File: src/hw/wake_pkg.sv
// Purpose: Shared constants for the wake-on-LAN configuration and wake output block.
// Assumes: Registers are 16 bits wide (status and mask 8 bits), placed in the low half of 32-bit APB words.
// Notes:   Byte address of a register is four times its index.
package wake_pkg;

    // ==========================================================================
    // Register indices and bus geometry
    // ==========================================================================
    localparam int          ADDR_W          = 12;
    localparam int          REG_W           = 16;
    localparam logic [9:0]  CONFIG_INDEX    = 10'h134;
    localparam logic [9:0]  STATUS_INDEX    = 10'h135;
    localparam logic [9:0]  PASSWORD0_INDEX = 10'h139;
    localparam logic [9:0]  PASSWORD1_INDEX = 10'h13a;
    localparam logic [9:0]  PASSWORD2_INDEX = 10'h13b;
    localparam logic [9:0]  MASK_INDEX      = 10'h1f0;

    typedef enum {
        SEL_NONE,
        SEL_CONFIG,
        SEL_STATUS,
        SEL_PASSWORD0,
        SEL_PASSWORD1,
        SEL_PASSWORD2,
        SEL_MASK
    } reg_sel_t;

    // ==========================================================================
    // receive_wake_config fields
    // ==========================================================================
    localparam int          CFG_MAGIC_EN    = 0;
    localparam int          CFG_PATTERN_EN  = 1;
    localparam int          CFG_BCAST_EN    = 2;
    localparam int          CFG_UCAST_EN    = 4;
    localparam int          CFG_PASSWORD_EN = 5;
    localparam int          CFG_ENHANCED    = 7;
    localparam int          CFG_LEVEL_MODE  = 8;
    localparam int          CFG_STRETCH_LO  = 9;
    localparam int          CFG_STRETCH_HI  = 10;
    localparam int          CFG_CLEAR       = 11;
    localparam logic [15:0] CONFIG_RESET    = 16'h0004;
    localparam logic [15:0] CONFIG_WMASK    = 16'h07b7;

    // ==========================================================================
    // receive_wake_status fields (mask register uses the same layout)
    // ==========================================================================
    localparam int          STS_MAGIC       = 0;
    localparam int          STS_PATTERN     = 1;
    localparam int          STS_BCAST       = 2;
    localparam int          STS_UCAST       = 4;
    localparam int          STS_ATTACK      = 5;
    localparam int          STS_BAD_CRC     = 6;
    localparam int          STS_SFD_ERR     = 7;
    localparam logic [7:0]  STATUS_RESET    = 8'h00;
    localparam logic [7:0]  STATUS_USED     = 8'hf7;
    localparam logic [7:0]  MASK_RESET      = 8'h00;
    localparam logic [15:0] PASSWORD_RESET  = 16'h0000;

    // ==========================================================================
    // Wake pulse lengths in clock cycles, selected by the two-bit stretch field
    // ==========================================================================
    localparam int          PULSE_CYCLES_0  = 8;
    localparam int          PULSE_CYCLES_1  = 16;
    localparam int          PULSE_CYCLES_2  = 32;
    localparam int          PULSE_CYCLES_3  = 64;
    localparam int          PULSE_CNT_W     = 7;

endpackage : wake_pkg

File: src/hw/password_match.sv
// Purpose: Compares the password carried by a magic packet with the stored one.
// Assumes: All inputs come from the same clock domain and are stable.
// Notes:   Purely combinational; the caller registers the result.
`timescale 1ns/1ps
module password_match (
    input  wire logic [15:0] wordLow,
    input  wire logic [15:0] wordMid,
    input  wire logic [15:0] wordHigh,
    input  wire logic [47:0] received,
    output logic             match
);

    logic [47:0] stored;

    // ==========================================================================
    // Comparison
    // ==========================================================================
    // The upper word holds bits 47 down to 32.
    always_comb begin
        stored = {wordHigh, wordMid, wordLow};  // see RULE11
        match  = (stored == received);           // see RULE11
    end

endmodule : password_match

File: src/hw/wake_output_driver.sv
// Purpose: Drives the wake output either as a stretched pulse or as a held level.
// Assumes: trigger and clearLevel are one-cycle pulses on mclk.
// Notes:   A new trigger during a pulse restarts the pulse at full length.
`timescale 1ns/1ps
module wake_output_driver (
    input  wire logic       mclk,
    input  wire logic       rst,
    input  wire logic       trigger,
    input  wire logic       levelMode,
    input  wire logic [1:0] stretch,
    input  wire logic       clearLevel,
    output logic            wakeOut
);

    logic [wake_pkg::PULSE_CNT_W-1:0] count_reg;
    logic [wake_pkg::PULSE_CNT_W-1:0] count_next;
    logic [wake_pkg::PULSE_CNT_W-1:0] pulseLen;
    logic                             wake_reg;
    logic                             wake_next;

    // ==========================================================================
    // Next state
    // ==========================================================================
    always_comb begin
        case (stretch)  // see RULE1
            2'b00:   pulseLen = wake_pkg::PULSE_CNT_W'(wake_pkg::PULSE_CYCLES_0);
            2'b01:   pulseLen = wake_pkg::PULSE_CNT_W'(wake_pkg::PULSE_CYCLES_1);
            2'b10:   pulseLen = wake_pkg::PULSE_CNT_W'(wake_pkg::PULSE_CYCLES_2);
            default: pulseLen = wake_pkg::PULSE_CNT_W'(wake_pkg::PULSE_CYCLES_3);
        endcase
        count_next = count_reg;
        wake_next  = wake_reg;
        if (levelMode) begin
            count_next = '0;
            if (trigger) begin
                wake_next = 1'b1;                // see RULE2
            end else if (clearLevel) begin
                wake_next = 1'b0;                // see RULE3
            end
        end else if (trigger) begin
            count_next = pulseLen - 1'b1;        // see RULE1
            wake_next  = 1'b1;
        end else if (count_reg != '0) begin
            count_next = count_reg - 1'b1;
        end else begin
            wake_next  = 1'b0;                   // see RULE1
        end
    end

    // ==========================================================================
    // Registers
    // ==========================================================================
    always_ff @(posedge mclk) begin
        if (rst) begin
            count_reg <= '0;
            wake_reg  <= 1'b0;
        end else begin
            count_reg <= count_next;
            wake_reg  <= wake_next;
        end
    end

    assign wakeOut = wake_reg;

endmodule : wake_output_driver

File: src/hw/wake_on_lan_config_output.sv
// Purpose: Wake-on-LAN receive configuration, status flags and wake output.
// Assumes: Frame classification inputs come from receive logic on mclk.
// Notes:   APB slave answers with pready in the first access cycle.
//
// Added by the designer: the APB slave port.
`timescale 1ns/1ps

//
// Overview of operation
// RULE1: pulse mode drives wake for 8, 16, 32 or 64 cycles by stretch field.
// RULE2: level select bit 8 set holds wake asserted until software clears it.
// RULE3: writing clear bit 11 drops level wake; bit reads zero; no pulse effect.
// RULE4: enhanced enable bit 7 gates wake detection, CRC check and timestamp flag.
// RULE5: password enable bit 5 requires a matching password inside magic packets.
// RULE6: unicast enable bit 4 lets valid unicast frames raise a wake.
// RULE7: broadcast enable bit 2, reset to one, lets broadcast frames raise a wake.
// RULE8: pattern enable bit 1 lets pattern-matching frames raise a wake.
// RULE9: magic enable bit 0 lets valid magic packets raise a wake.
// RULE10: each receive event latches a status flag that clears after being read.
// RULE11: password is 48 bits in three 16-bit words, high word bits 47 to 32.
// RULE12: wake only when enhanced features on and an enabled condition just seen.
module wake_on_lan_config_output #(
    parameter int ADDR_W = wake_pkg::ADDR_W
) (
    input  wire logic              mclk,
    input  wire logic              rst,
    input  wire logic              psel,
    input  wire logic              penable,
    input  wire logic              pwrite,
    input  wire logic [ADDR_W-1:0] paddr,
    input  wire logic [31:0]       pwdata,
    input  wire logic [3:0]        pstrb,
    output logic      [31:0]       prdata,
    output logic                   pready,
    output logic                   pslverr,
    input  wire logic              frameDone,
    input  wire logic              frameUnicast,
    input  wire logic              frameBroadcast,
    input  wire logic              framePattern,
    input  wire logic              frameMagic,
    input  wire logic              frameBadCrc,
    input  wire logic              frameSfdError,
    input  wire logic [47:0]       framePassword,
    input  wire logic              frameStart,
    output logic                   wakeOut,
    output logic                   irq,
    output logic                   timestampFlag
);

    // ==========================================================================
    // Declarations
    // ==========================================================================
    logic [15:0]       config_reg;
    logic [15:0]       config_next;
    logic [7:0]        status_reg;
    logic [7:0]        status_next;
    logic [7:0]        mask_reg;
    logic [7:0]        mask_next;
    logic [15:0]       pwd0_reg;
    logic [15:0]       pwd0_next;
    logic [15:0]       pwd1_reg;
    logic [15:0]       pwd1_next;
    logic [15:0]       pwd2_reg;
    logic [15:0]       pwd2_next;
    logic [31:0]       rdata_reg;
    logic [31:0]       rdata_next;
    logic              ready_reg;
    logic              ready_next;
    logic              err_reg;
    logic              err_next;
    logic [7:0]        snap_reg;
    logic [7:0]        snap_next;
    logic              irq_reg;
    logic              irq_next;
    logic              stamp_reg;
    logic              stamp_next;
    logic              trig_reg;
    logic              trig_next;
    logic              clear_reg;
    logic              clear_next;
    logic              setupPhase;
    logic              accessDone;
    logic              writeDone;
    logic              readDone;
    wake_pkg::reg_sel_t setupSel;
    wake_pkg::reg_sel_t accessSel;
    logic [15:0]       wdata16;
    logic              passwordOk;
    logic              enhanced;
    logic              goodFrame;
    logic              magicValid;
    logic              attack;
    logic [7:0]        events;
    logic              wakeCause;
    logic              wakeLine;

    // ==========================================================================
    // Address decode
    // ==========================================================================
    // Shared by the read path in setup and the write path in access.
    function automatic wake_pkg::reg_sel_t decode(input logic [ADDR_W-1:0] addr);
        logic [9:0] index;
        index = addr[11:2];
        if (addr[1:0] != 2'b00) begin
            decode = wake_pkg::SEL_NONE;
        end else if (index == wake_pkg::CONFIG_INDEX) begin
            decode = wake_pkg::SEL_CONFIG;
        end else if (index == wake_pkg::STATUS_INDEX) begin
            decode = wake_pkg::SEL_STATUS;
        end else if (index == wake_pkg::PASSWORD0_INDEX) begin
            decode = wake_pkg::SEL_PASSWORD0;
        end else if (index == wake_pkg::PASSWORD1_INDEX) begin
            decode = wake_pkg::SEL_PASSWORD1;
        end else if (index == wake_pkg::PASSWORD2_INDEX) begin
            decode = wake_pkg::SEL_PASSWORD2;
        end else if (index == wake_pkg::MASK_INDEX) begin
            decode = wake_pkg::SEL_MASK;
        end else begin
            decode = wake_pkg::SEL_NONE;
        end
    endfunction : decode

    // Applies byte strobes of the low two lanes over an old 16-bit value.
    function automatic logic [15:0] merge(input logic [15:0] old,
                                          input logic [15:0] data,
                                          input logic [1:0]  strb);
        merge = {strb[1] ? data[15:8] : old[15:8], strb[0] ? data[7:0] : old[7:0]};
    endfunction : merge

    always_comb begin
        setupPhase = psel && !penable;
        accessDone = psel && penable && ready_reg;
        writeDone  = accessDone && pwrite;
        readDone   = accessDone && !pwrite;
        setupSel   = decode(paddr);
        accessSel  = decode(paddr);
        wdata16    = pwdata[15:0];
    end

    // ==========================================================================
    // Frame evaluation
    // ==========================================================================
    password_match u_password_match (
        .wordLow  (pwd0_reg),
        .wordMid  (pwd1_reg),
        .wordHigh (pwd2_reg),
        .received (framePassword),
        .match    (passwordOk)
    );

    always_comb begin
        enhanced   = config_reg[wake_pkg::CFG_ENHANCED];                  // see RULE4
        goodFrame  = frameDone && enhanced && !frameBadCrc && !frameSfdError;
        magicValid = goodFrame && frameMagic &&
                     (!config_reg[wake_pkg::CFG_PASSWORD_EN] || passwordOk); // see RULE5
        attack     = goodFrame && frameMagic &&
                     config_reg[wake_pkg::CFG_PASSWORD_EN] && !passwordOk;   // see RULE5
        events                        = 8'h00;
        events[wake_pkg::STS_MAGIC]   = magicValid;                        // see RULE10
        events[wake_pkg::STS_PATTERN] = goodFrame && framePattern;         // see RULE10
        events[wake_pkg::STS_BCAST]   = goodFrame && frameBroadcast;       // see RULE10
        events[wake_pkg::STS_UCAST]   = goodFrame && frameUnicast;         // see RULE10
        events[wake_pkg::STS_ATTACK]  = attack;                            // see RULE10
        events[wake_pkg::STS_BAD_CRC] = frameDone && enhanced && frameBadCrc; // see RULE4
        events[wake_pkg::STS_SFD_ERR] = frameDone && enhanced && frameSfdError;
        wakeCause =
            (config_reg[wake_pkg::CFG_UCAST_EN]   && events[wake_pkg::STS_UCAST])   || // see RULE6
            (config_reg[wake_pkg::CFG_BCAST_EN]   && events[wake_pkg::STS_BCAST])   || // see RULE7
            (config_reg[wake_pkg::CFG_PATTERN_EN] && events[wake_pkg::STS_PATTERN]) || // see RULE8
            (config_reg[wake_pkg::CFG_MAGIC_EN]   && events[wake_pkg::STS_MAGIC]);     // see RULE9
    end

    // ==========================================================================
    // Register file next state
    // ==========================================================================
    always_comb begin
        config_next = config_reg;
        mask_next   = mask_reg;
        pwd0_next   = pwd0_reg;
        pwd1_next   = pwd1_reg;
        pwd2_next   = pwd2_reg;
        clear_next  = 1'b0;
        // The clear bit is never stored, so it always reads back as zero.
        config_next[wake_pkg::CFG_CLEAR] = 1'b0;                           // see RULE3
        if (writeDone) begin
            case (accessSel)
                wake_pkg::SEL_CONFIG: begin
                    config_next = merge(config_reg, wdata16, pstrb[1:0]) &
                                  wake_pkg::CONFIG_WMASK;
                    clear_next  = pstrb[1] && wdata16[wake_pkg::CFG_CLEAR]; // see RULE3
                end
                wake_pkg::SEL_MASK: begin
                    mask_next = pstrb[0] ? (wdata16[7:0] & wake_pkg::STATUS_USED)
                                         : mask_reg;
                end
                wake_pkg::SEL_PASSWORD0: begin
                    pwd0_next = merge(pwd0_reg, wdata16, pstrb[1:0]);      // see RULE11
                end
                wake_pkg::SEL_PASSWORD1: begin
                    pwd1_next = merge(pwd1_reg, wdata16, pstrb[1:0]);      // see RULE11
                end
                wake_pkg::SEL_PASSWORD2: begin
                    pwd2_next = merge(pwd2_reg, wdata16, pstrb[1:0]);      // see RULE11
                end
                default: begin
                    config_next[wake_pkg::CFG_CLEAR] = 1'b0;
                end
            endcase
        end
    end

    // ==========================================================================
    // Status flags, interrupt and wake trigger next state
    // ==========================================================================
    // Only the bits returned by the read are cleared, and a new event in the
    // clearing cycle sets its flag again, so no event is lost.
    always_comb begin
        status_next = status_reg;
        if (readDone && accessSel == wake_pkg::SEL_STATUS) begin
            status_next = status_reg & ~snap_reg;                          // see RULE10
        end
        status_next = status_next | events;                                // see RULE10
        irq_next    = |(status_next & mask_reg);
        trig_next   = enhanced && wakeCause;                               // see RULE12
        stamp_next  = enhanced && frameStart;                              // see RULE4
    end

    // ==========================================================================
    // APB answer next state
    // ==========================================================================
    // Read data is taken in the setup cycle so that pready and prdata come
    // straight from flops in the first access cycle.
    always_comb begin
        ready_next = setupPhase;
        err_next   = 1'b0;
        rdata_next = rdata_reg;
        snap_next  = snap_reg;
        if (setupPhase) begin
            rdata_next = 32'h0000_0000;
            snap_next  = 8'h00;
            case (setupSel)
                wake_pkg::SEL_CONFIG: begin
                    rdata_next[15:0] = config_reg;
                end
                wake_pkg::SEL_STATUS: begin
                    rdata_next[7:0] = status_reg;
                    snap_next       = status_reg;
                end
                wake_pkg::SEL_PASSWORD0: begin
                    rdata_next[15:0] = pwd0_reg;
                end
                wake_pkg::SEL_PASSWORD1: begin
                    rdata_next[15:0] = pwd1_reg;
                end
                wake_pkg::SEL_PASSWORD2: begin
                    rdata_next[15:0] = pwd2_reg;
                end
                wake_pkg::SEL_MASK: begin
                    rdata_next[7:0] = mask_reg;
                end
                default: begin
                    err_next         = 1'b1;
                end
            endcase
        end else if (!psel) begin
            rdata_next = 32'h0000_0000;
        end
    end

    // ==========================================================================
    // Registers
    // ==========================================================================
    always_ff @(posedge mclk) begin
        if (rst) begin
            config_reg <= wake_pkg::CONFIG_RESET;                          // see RULE7
            status_reg <= wake_pkg::STATUS_RESET;
            mask_reg   <= wake_pkg::MASK_RESET;
            pwd0_reg   <= wake_pkg::PASSWORD_RESET;
            pwd1_reg   <= wake_pkg::PASSWORD_RESET;
            pwd2_reg   <= wake_pkg::PASSWORD_RESET;
            rdata_reg  <= 32'h0000_0000;
            ready_reg  <= 1'b0;
            err_reg    <= 1'b0;
            snap_reg   <= 8'h00;
            irq_reg    <= 1'b0;
            stamp_reg  <= 1'b0;
            trig_reg   <= 1'b0;
            clear_reg  <= 1'b0;
        end else begin
            config_reg <= config_next;
            status_reg <= status_next;
            mask_reg   <= mask_next;
            pwd0_reg   <= pwd0_next;
            pwd1_reg   <= pwd1_next;
            pwd2_reg   <= pwd2_next;
            rdata_reg  <= rdata_next;
            ready_reg  <= ready_next;
            err_reg    <= err_next;
            snap_reg   <= snap_next;
            irq_reg    <= irq_next;
            stamp_reg  <= stamp_next;
            trig_reg   <= trig_next;
            clear_reg  <= clear_next;
        end
    end

    // ==========================================================================
    // Wake output
    // ==========================================================================
    wake_output_driver u_wake_output_driver (
        .mclk       (mclk),
        .rst        (rst),
        .trigger    (trig_reg),                                            // see RULE12
        .levelMode  (config_reg[wake_pkg::CFG_LEVEL_MODE]),                // see RULE2
        .stretch    (config_reg[wake_pkg::CFG_STRETCH_HI:wake_pkg::CFG_STRETCH_LO]),
        .clearLevel (clear_reg),                                           // see RULE3
        .wakeOut    (wakeLine)
    );

    // ==========================================================================
    // Outputs
    // ==========================================================================
    always_comb begin
        prdata        = rdata_reg;
        pready        = ready_reg;
        pslverr       = err_reg;
        wakeOut       = wakeLine;
        irq           = irq_reg;
        timestampFlag = stamp_reg;
    end

endmodule : wake_on_lan_config_output

File: config.mk
export PLATFORM = sky130hd
export DESIGN_NAME = wake_on_lan_config_output
export DESIGN_NICKNAME = d
export VERILOG_FILES = /design/src/hw/wake_pkg.sv /design/src/hw/password_match.sv /design/src/hw/wake_output_driver.sv /design/src/hw/wake_on_lan_config_output.sv
export SDC_FILE = /design/constraint.sdc
export NUM_CORES = 1
export LEC_CHECK = 0
export CAP_MARGIN = 10
export CORE_MARGIN = 5
export CORE_UTILIZATION = 45
export CTS_CLUSTER_DIAMETER = 100
export DETAILED_ROUTE_END_ITERATION = 8
export DONT_BUFFER_PORTS = 1
export PLACE_DENSITY = 0.59
export SLEW_MARGIN = 10
export SYNTH_ARGS = -nofsm -noshare
export SYNTH_HDL_FRONTEND = slang
export SYNTH_SLANG_ARGS = --single-unit
File: constraint.sdc
create_clock -name mclk -period 4.2 [get_ports mclk]
set_input_delay 0.21 -clock mclk [delete_from_list [all_inputs] [get_ports mclk]]
set_output_delay 0.21 -clock mclk [all_outputs]
set_load 0.02 [all_outputs]
==> flow_metrics.tcl, run 1 <==
set metrics [dict create \
    worstMarginPinSlew_ps 979 \
    ys_seq_area_share_pct 40.2 \
    power.leakage_nw 2.28 \
    chipHeight_um 120 \
    coreArea_mm2 0.0120 \
    portBuffers 0 \
    layout_common_cells "dfxtp_1 (110), nor2_1 (85), mux2i_1 (65), xor2_1 (51), nand2_1 (43)" \
    cts_tree "done" \
    grt_overflow_total 0 \
    rows 40 \
    drv_slew 0 \
    relSlewSlack_pct 34.6 \
    nets 702 \
    drcViolationCount 0 \
    p_per_area_mw_per_mm2 371 \
    syn_to_final_growth_pct 7.68 \
    synth-edff-count 0 \
    fin_tns_setup_ps 0 \
    clk_pin_slew_ps 70 \
    timing_hold_violations_final 0 \
    grt_pass1_wl_um 24700 \
    ios 146 \
    finalPower_mw 2.18 \
    numCtsBuffers 9 \
    cts_sinks 110 \
    cts_max_level 3 \
    synth-seq-cells 110 \
    nFillCells 1148 \
    first_iter_violations 332 \
    postSynthCellCount 595 \
    gr-usage-met2_pct 34.0 \
    postCtsSetupBuffers 0 \
    yosysWarnings 0 \
    grt_max_degree 85 \
    instances_no_fill 741 \
    post-route-min-period_ps 2490 \
    grt_most_used_layer "met2" \
    cts_root_buf "clkbuf_16" \
    path_class "reg -> reg" \
    ctsResizeCount 0 \
    crit_path_end_kind "flop" \
    start_util_pct 45.8 \
    grt_antenna_before_repair 0 \
    clockBufferDepth 2 \
    synth_cell_types 60 \
    postSynthAreaPerCell_um2 9.20 \
    grt_use_met3_pct 5.71 \
    ys.flop_type "dfxtp_1" \
    worstPathMaxFanout 4 \
    place_hpwl_um 11500 \
    irDropWorstVdd_mv 0.159 \
    required_ps 4440 \
    antenna_left 0 \
    dp.cells 721 \
    finalCritPeriodShare_pct 59.4 \
    crit_arrival_ps 2730 \
    die_x_um 120 \
    netlist_area_mm2 0.00548 \
    n_antenna_cell 0 \
    drive_gt1_share_pct 5.56 \
    max_freq_mhz 401 \
    insertion_delay_ps 350 \
    synthArstFlopShare_pct 0 \
    layout_commonest_cell "dfxtp_1" \
    viasPerCell 5.84 \
    gr-usage-met1_pct 29.0 \
    cap_violations 0 \
    finish.utilization_pct 49.3 \
    grt_usage_pct 21.9 \
    rsz0062_at_grt "no" \
    drt-total-wl_um 15700 \
    fin_skew_ps 11.2 \
    setup_viol 0 \
    place.gp.congestion 0.813 \
    dr_total_vias 4326 \
    hold_buffers 6 \
    start_kind "flop" \
    routedWlPerCell_um 21.1 \
    hold_path_class "in -> reg" \
    drt_first_pass_iters 5 \
    status "complete, no violations" \
    fp.dieArea_mm2 0.0145 \
    grt_pass1_vias 4418 \
]
## where the power goes
part	internal, mW	switching [mW]
clock network	0.468	0.362
logic	0.111	0.142
registers	1.08	0.0239
total	1.66	0.528
## routing by layer
layer,share of wire (%),vias to the layer above
met5,0,-
met4,2.3,0
met3,7.3,23
met2,45,149
met1,45,2072
li1,-,2082
## cells in the mapped netlist, types with 2 or more instances
library cell | instances | area [µm²]
a21boi_0 | 2 | 15.0
nor3_4 | 3 | 48.8
nand4_1 | 3 | 18.8
inv_1 | 7 | 26.3
a22o_1 | 5 | 43.8
mux2i_1 | 65 | 651
nand2_1 | 43 | 161
dfxtp_1 | 110 | 2200
a31oi_1 | 3 | 18.8
o21bai_1 | 2 | 15.0
nand2b_1 | 10 | 62.6
and3b_1 | 2 | 17.5
nor4_2 | 2 | 25.0
a222oi_1 | 8 | 80.1
o21ai_0 | 7 | 35.0
nand3_1 | 12 | 60.1
a211oi_1 | 4 | 30.0
xor2_1 | 51 | 447
clkbuf_1 | 18 | 67.6
and2_1 | 2 | 12.5
buf_2 | 6 | 30.0
nor3_1 | 6 | 30.0
and3_1 | 8 | 50.1
a221oi_1 | 15 | 131
xnor2_1 | 4 | 35.0
nand3b_1 | 4 | 30.0
nor2b_1 | 9 | 56.3
buf_4 | 18 | 135
and4b_1 | 3 | 30.0
or4_1 | 2 | 15.0
nor2_1 | 85 | 319
nor4_1 | 13 | 81.3
o31ai_1 | 3 | 22.5
a22oi_1 | 12 | 90.1
a21oi_1 | 23 | 115
## through the flow
stage | area, µm² | worst slack, ps | hold WS (ps)
3_3_place_gp | 5530 | 1410 | 298
3_5_place_dp | 5530 | 1390 | 299
6_report | 5900 | 1710 | 8.66
2_1_floorplan | 5530 | 2040 | 305
4_1_cts | 5890 | 1660 | 1.06
5_1_grt | 5900 | 1520 | 4.87
## cell type report
class	instances	area (µm²)	share of cell area, %
Tap cell	147	184	3.12
Clock inverter	2	35.0	0.594
Multi-Input combinational cell	450	3070	52.0
Clock buffer	11	243	4.12
Sequential cell	110	2200	37.4
Timing Repair Buffer	14	140	2.38
Inverter	7	26.3	0.446
## path summary, 6_finish.rpt
check,from,endpoint,slack [ps],depth (start not counted)
worst min register to register,snap_reg[3],status_reg[3],440,1
worst max-delay path,pwd1_reg[3],trig_reg,1710,6
worst max register to register,pwd1_reg[3],trig_reg,1710,6
worst min-delay path,pwdata[5],mask_reg[5],9,2
## kinds of logic after synthesis
logic type	count (synthesis)	share of synthesized area [%]
muxes	66	12.1
AOI/OAI and AO/OA	94	12.8
DFF	110	40.2
xor gates and xnor gates	55	8.80
buffers and inverters	50	4.82
adders and majority gates	1	0.228
other	1	0.0685
and+or+nand+nor	218	21.0
## critical path, stage by stage (launching register included)
cell and delay [ps]:
dfxtp_1 370, xor2_1 180, nor4_1 510, nand4_1 160, o31ai_1 710, nand3_1 170, a21oi_1 290
(Power assumes the default switching activity.)
==> run 2: changes to the inputs <==
==> constraint.sdc (replaced) <==
create_clock -name mclk -period 2.5 [get_ports mclk]
set_input_delay 0.125 -clock mclk [delete_from_list [all_inputs] [get_ports mclk]]
set_output_delay 0.125 -clock mclk [all_outputs]
set_load 0.02 [all_outputs]
==> run 2 against run 1 <==
Against the previous run:
- maximum frequency increased by 14%
- first-iteration DRC count decreased by 11%
- critical path type unchanged
- final cell count increased by 4.0%
- non-clock buffer count increased by 28
- combinational power increased by 84%
- highest routed layer unchanged
- largest cell class unchanged
- critical endpoint unchanged
- worst hold slack improved by 15 ps
==> flow_metrics.tcl, run 2 (synthesis gave the netlist of run 1 again) <==
set metrics [dict create \
    die_x_um 120 \
    numCtsBuffers 9 \
    drt-total-wl_um 15800 \
    finalPower_mw 3.75 \
    worstPathMaxFanout 4 \
    syn_to_final_growth_pct 12.7 \
    cts_sinks 110 \
    whs_ps 23.9 \
    rr_endpoint "trig_reg" \
    path_cells "xor2_1 > nor4_1 > nand4_1 > o31ai_1 > buf_4 > nand3_1 > a21oi_1" \
    drcViolationCount 0 \
    place_hpwl_um 11600 \
    grt_pass1_vias 4420 \
    portBuffers 0 \
    chipHeight_um 120 \
    layout_common_cells "dfxtp_1 (110), nor2_1 (85), mux2i_1 (65), xor2_1 (51), nand2_1 (43)" \
    routedWlPerCell_um 20.4 \
    finish.utilization_pct 51.6 \
    crit_arrival_ps 2430 \
    grt_overflow_total 0 \
    start_kind "flop" \
    cts_max_level 3 \
    dr_total_vias 4482 \
    nFillCells 1119 \
    rsz0062_at_grt "no" \
    worstMarginPinSlew_ps 782 \
    first_iter_violations 296 \
    setup_viol 0 \
    start_util_pct 45.8 \
    crit_end "trig_reg" \
    grt_max_degree 89 \
    rrSetupSlack_ps 310 \
    path_class "reg -> reg" \
    place.gp.congestion 0.796 \
    status "complete, no violations" \
    ios 146 \
    clockBufferDepth 2 \
    drive_gt1_share_pct 8.01 \
    cts_root_buf "clkbuf_16" \
    n_antenna_cell 0 \
    timing_hold_violations_final 0 \
    critical_path.max_stage_delay_ps 520 \
    cts_tree "done" \
    max_freq_mhz 458 \
    r2r_cells 7 \
    critical_path.startpoint "pwd1_reg[3]" \
    grt_antenna_before_repair 0 \
    viasPerCell 5.81 \
    drv_slew 0 \
    grt_usage_pct 21.8 \
    clk_pin_slew_ps 70 \
    insertion_delay_ps 350 \
    fin_tns_setup_ps 0 \
    fin_skew_ps 5.89 \
    layout_commonest_cell "dfxtp_1" \
    cap_violations 0 \
    rows 40 \
    hold_depth 2 \
    p_per_area_mw_per_mm2 607 \
    grt_pass1_wl_um 24500 \
    relSlewSlack_pct 47.6 \
    fp.dieArea_mm2 0.0145 \
    finalCritPeriodShare_pct 87.4 \
    coreArea_mm2 0.0120 \
    nets 730 \
    power.leakage_nw 2.43 \
    cpMaxStageDelayCell "nor4_1" \
    hold_buffers 22 \
    hold_path_class "in -> reg" \
    required_ps 2740 \
    postCtsSetupBuffers 0 \
    drt_first_pass_iters 5 \
    r2r-start "pwd1_reg[3]" \
    crit_path_end_kind "flop" \
    ctsResizeCount 0 \
    antenna_left 0 \
    post-route-min-period_ps 2190 \
    irDropWorstVdd_mv 0.277 \
]
-- run 2: changes by cell type in the layout (fill, tap and decap cells not counted) --
cell | previous run | this run
dlygate4sd3_1 | 6 | 21
buf_4 | 7 | 19
clkinv_2 | 1 | 4
buf_12 | 0 | 1
clkbuf_1 | 1 | 0
nor3_1 | 6 | 5
nor3_2 | 1 | 2
-- run 2: layout make-up --
cell class | count | area (µm²) | share of cell area (%)
multi-input cells | 450 | 3070 | 49.7
flip-flops and latches | 110 | 2200 | 35.7
repair buffers | 42 | 400 | 6.49
clock buffers | 10 | 239 | 3.87
well taps | 147 | 184 | 2.98
clock inverters | 5 | 50.0 | 0.811
inverters | 7 | 26.3 | 0.426
-- run 2: power by group --
part	internal (mW)	switching (mW)	total, mW
logic	0.205	0.263	0.468
clock network	0.792	0.638	1.43
registers	1.81	0.0404	1.85
-- run 2: through the flow --
step | std cells | worst slack, ps | instance area [µm²]
after floorplan | 610 | 425 | 5530
after global placement | 734 | 71.7 | 5640
after detailed placement | 734 | 11.2 | 5640
after CTS | 771 | 284 | 6170
after global routing | 771 | 161 | 6170
final | 771 | 314 | 6170
-- run 2: worst min-delay path by stage --
stage	to	slack, ps	start
4_1_cts	status_reg[0]	10	rst
2_1_floorplan	pready	220	rst
6_report	status_reg[0]	20	rst
3_3_place_gp	snap_reg[1]	210	rst
5_1_grt	status_reg[0]	50	rst
3_5_place_dp	snap_reg[1]	220	rst
-- run 2: critical path: cells and delay by family, from the launching register on --
kind | cells | cell delay, ps
AOI/OAI and AO/OA | 2 | 550
xor gates and xnor gates | 1 | 180
buffers and inverters | 1 | 180
DFF | 1 | 360
and+or+nand+nor | 3 | 800
-- run 2: per-layer routing --
layer | global-route usage [%] | wire, µm | vias to the layer above
li1 | - | - | 2158
met1 | 29.3 | 7110 | 2142
met2 | 34.8 | 7280 | 161
met3 | 4.63 | 1030 | 21
met4 | 7.79 | 340 | 0
met5 | 0 | 0 | -
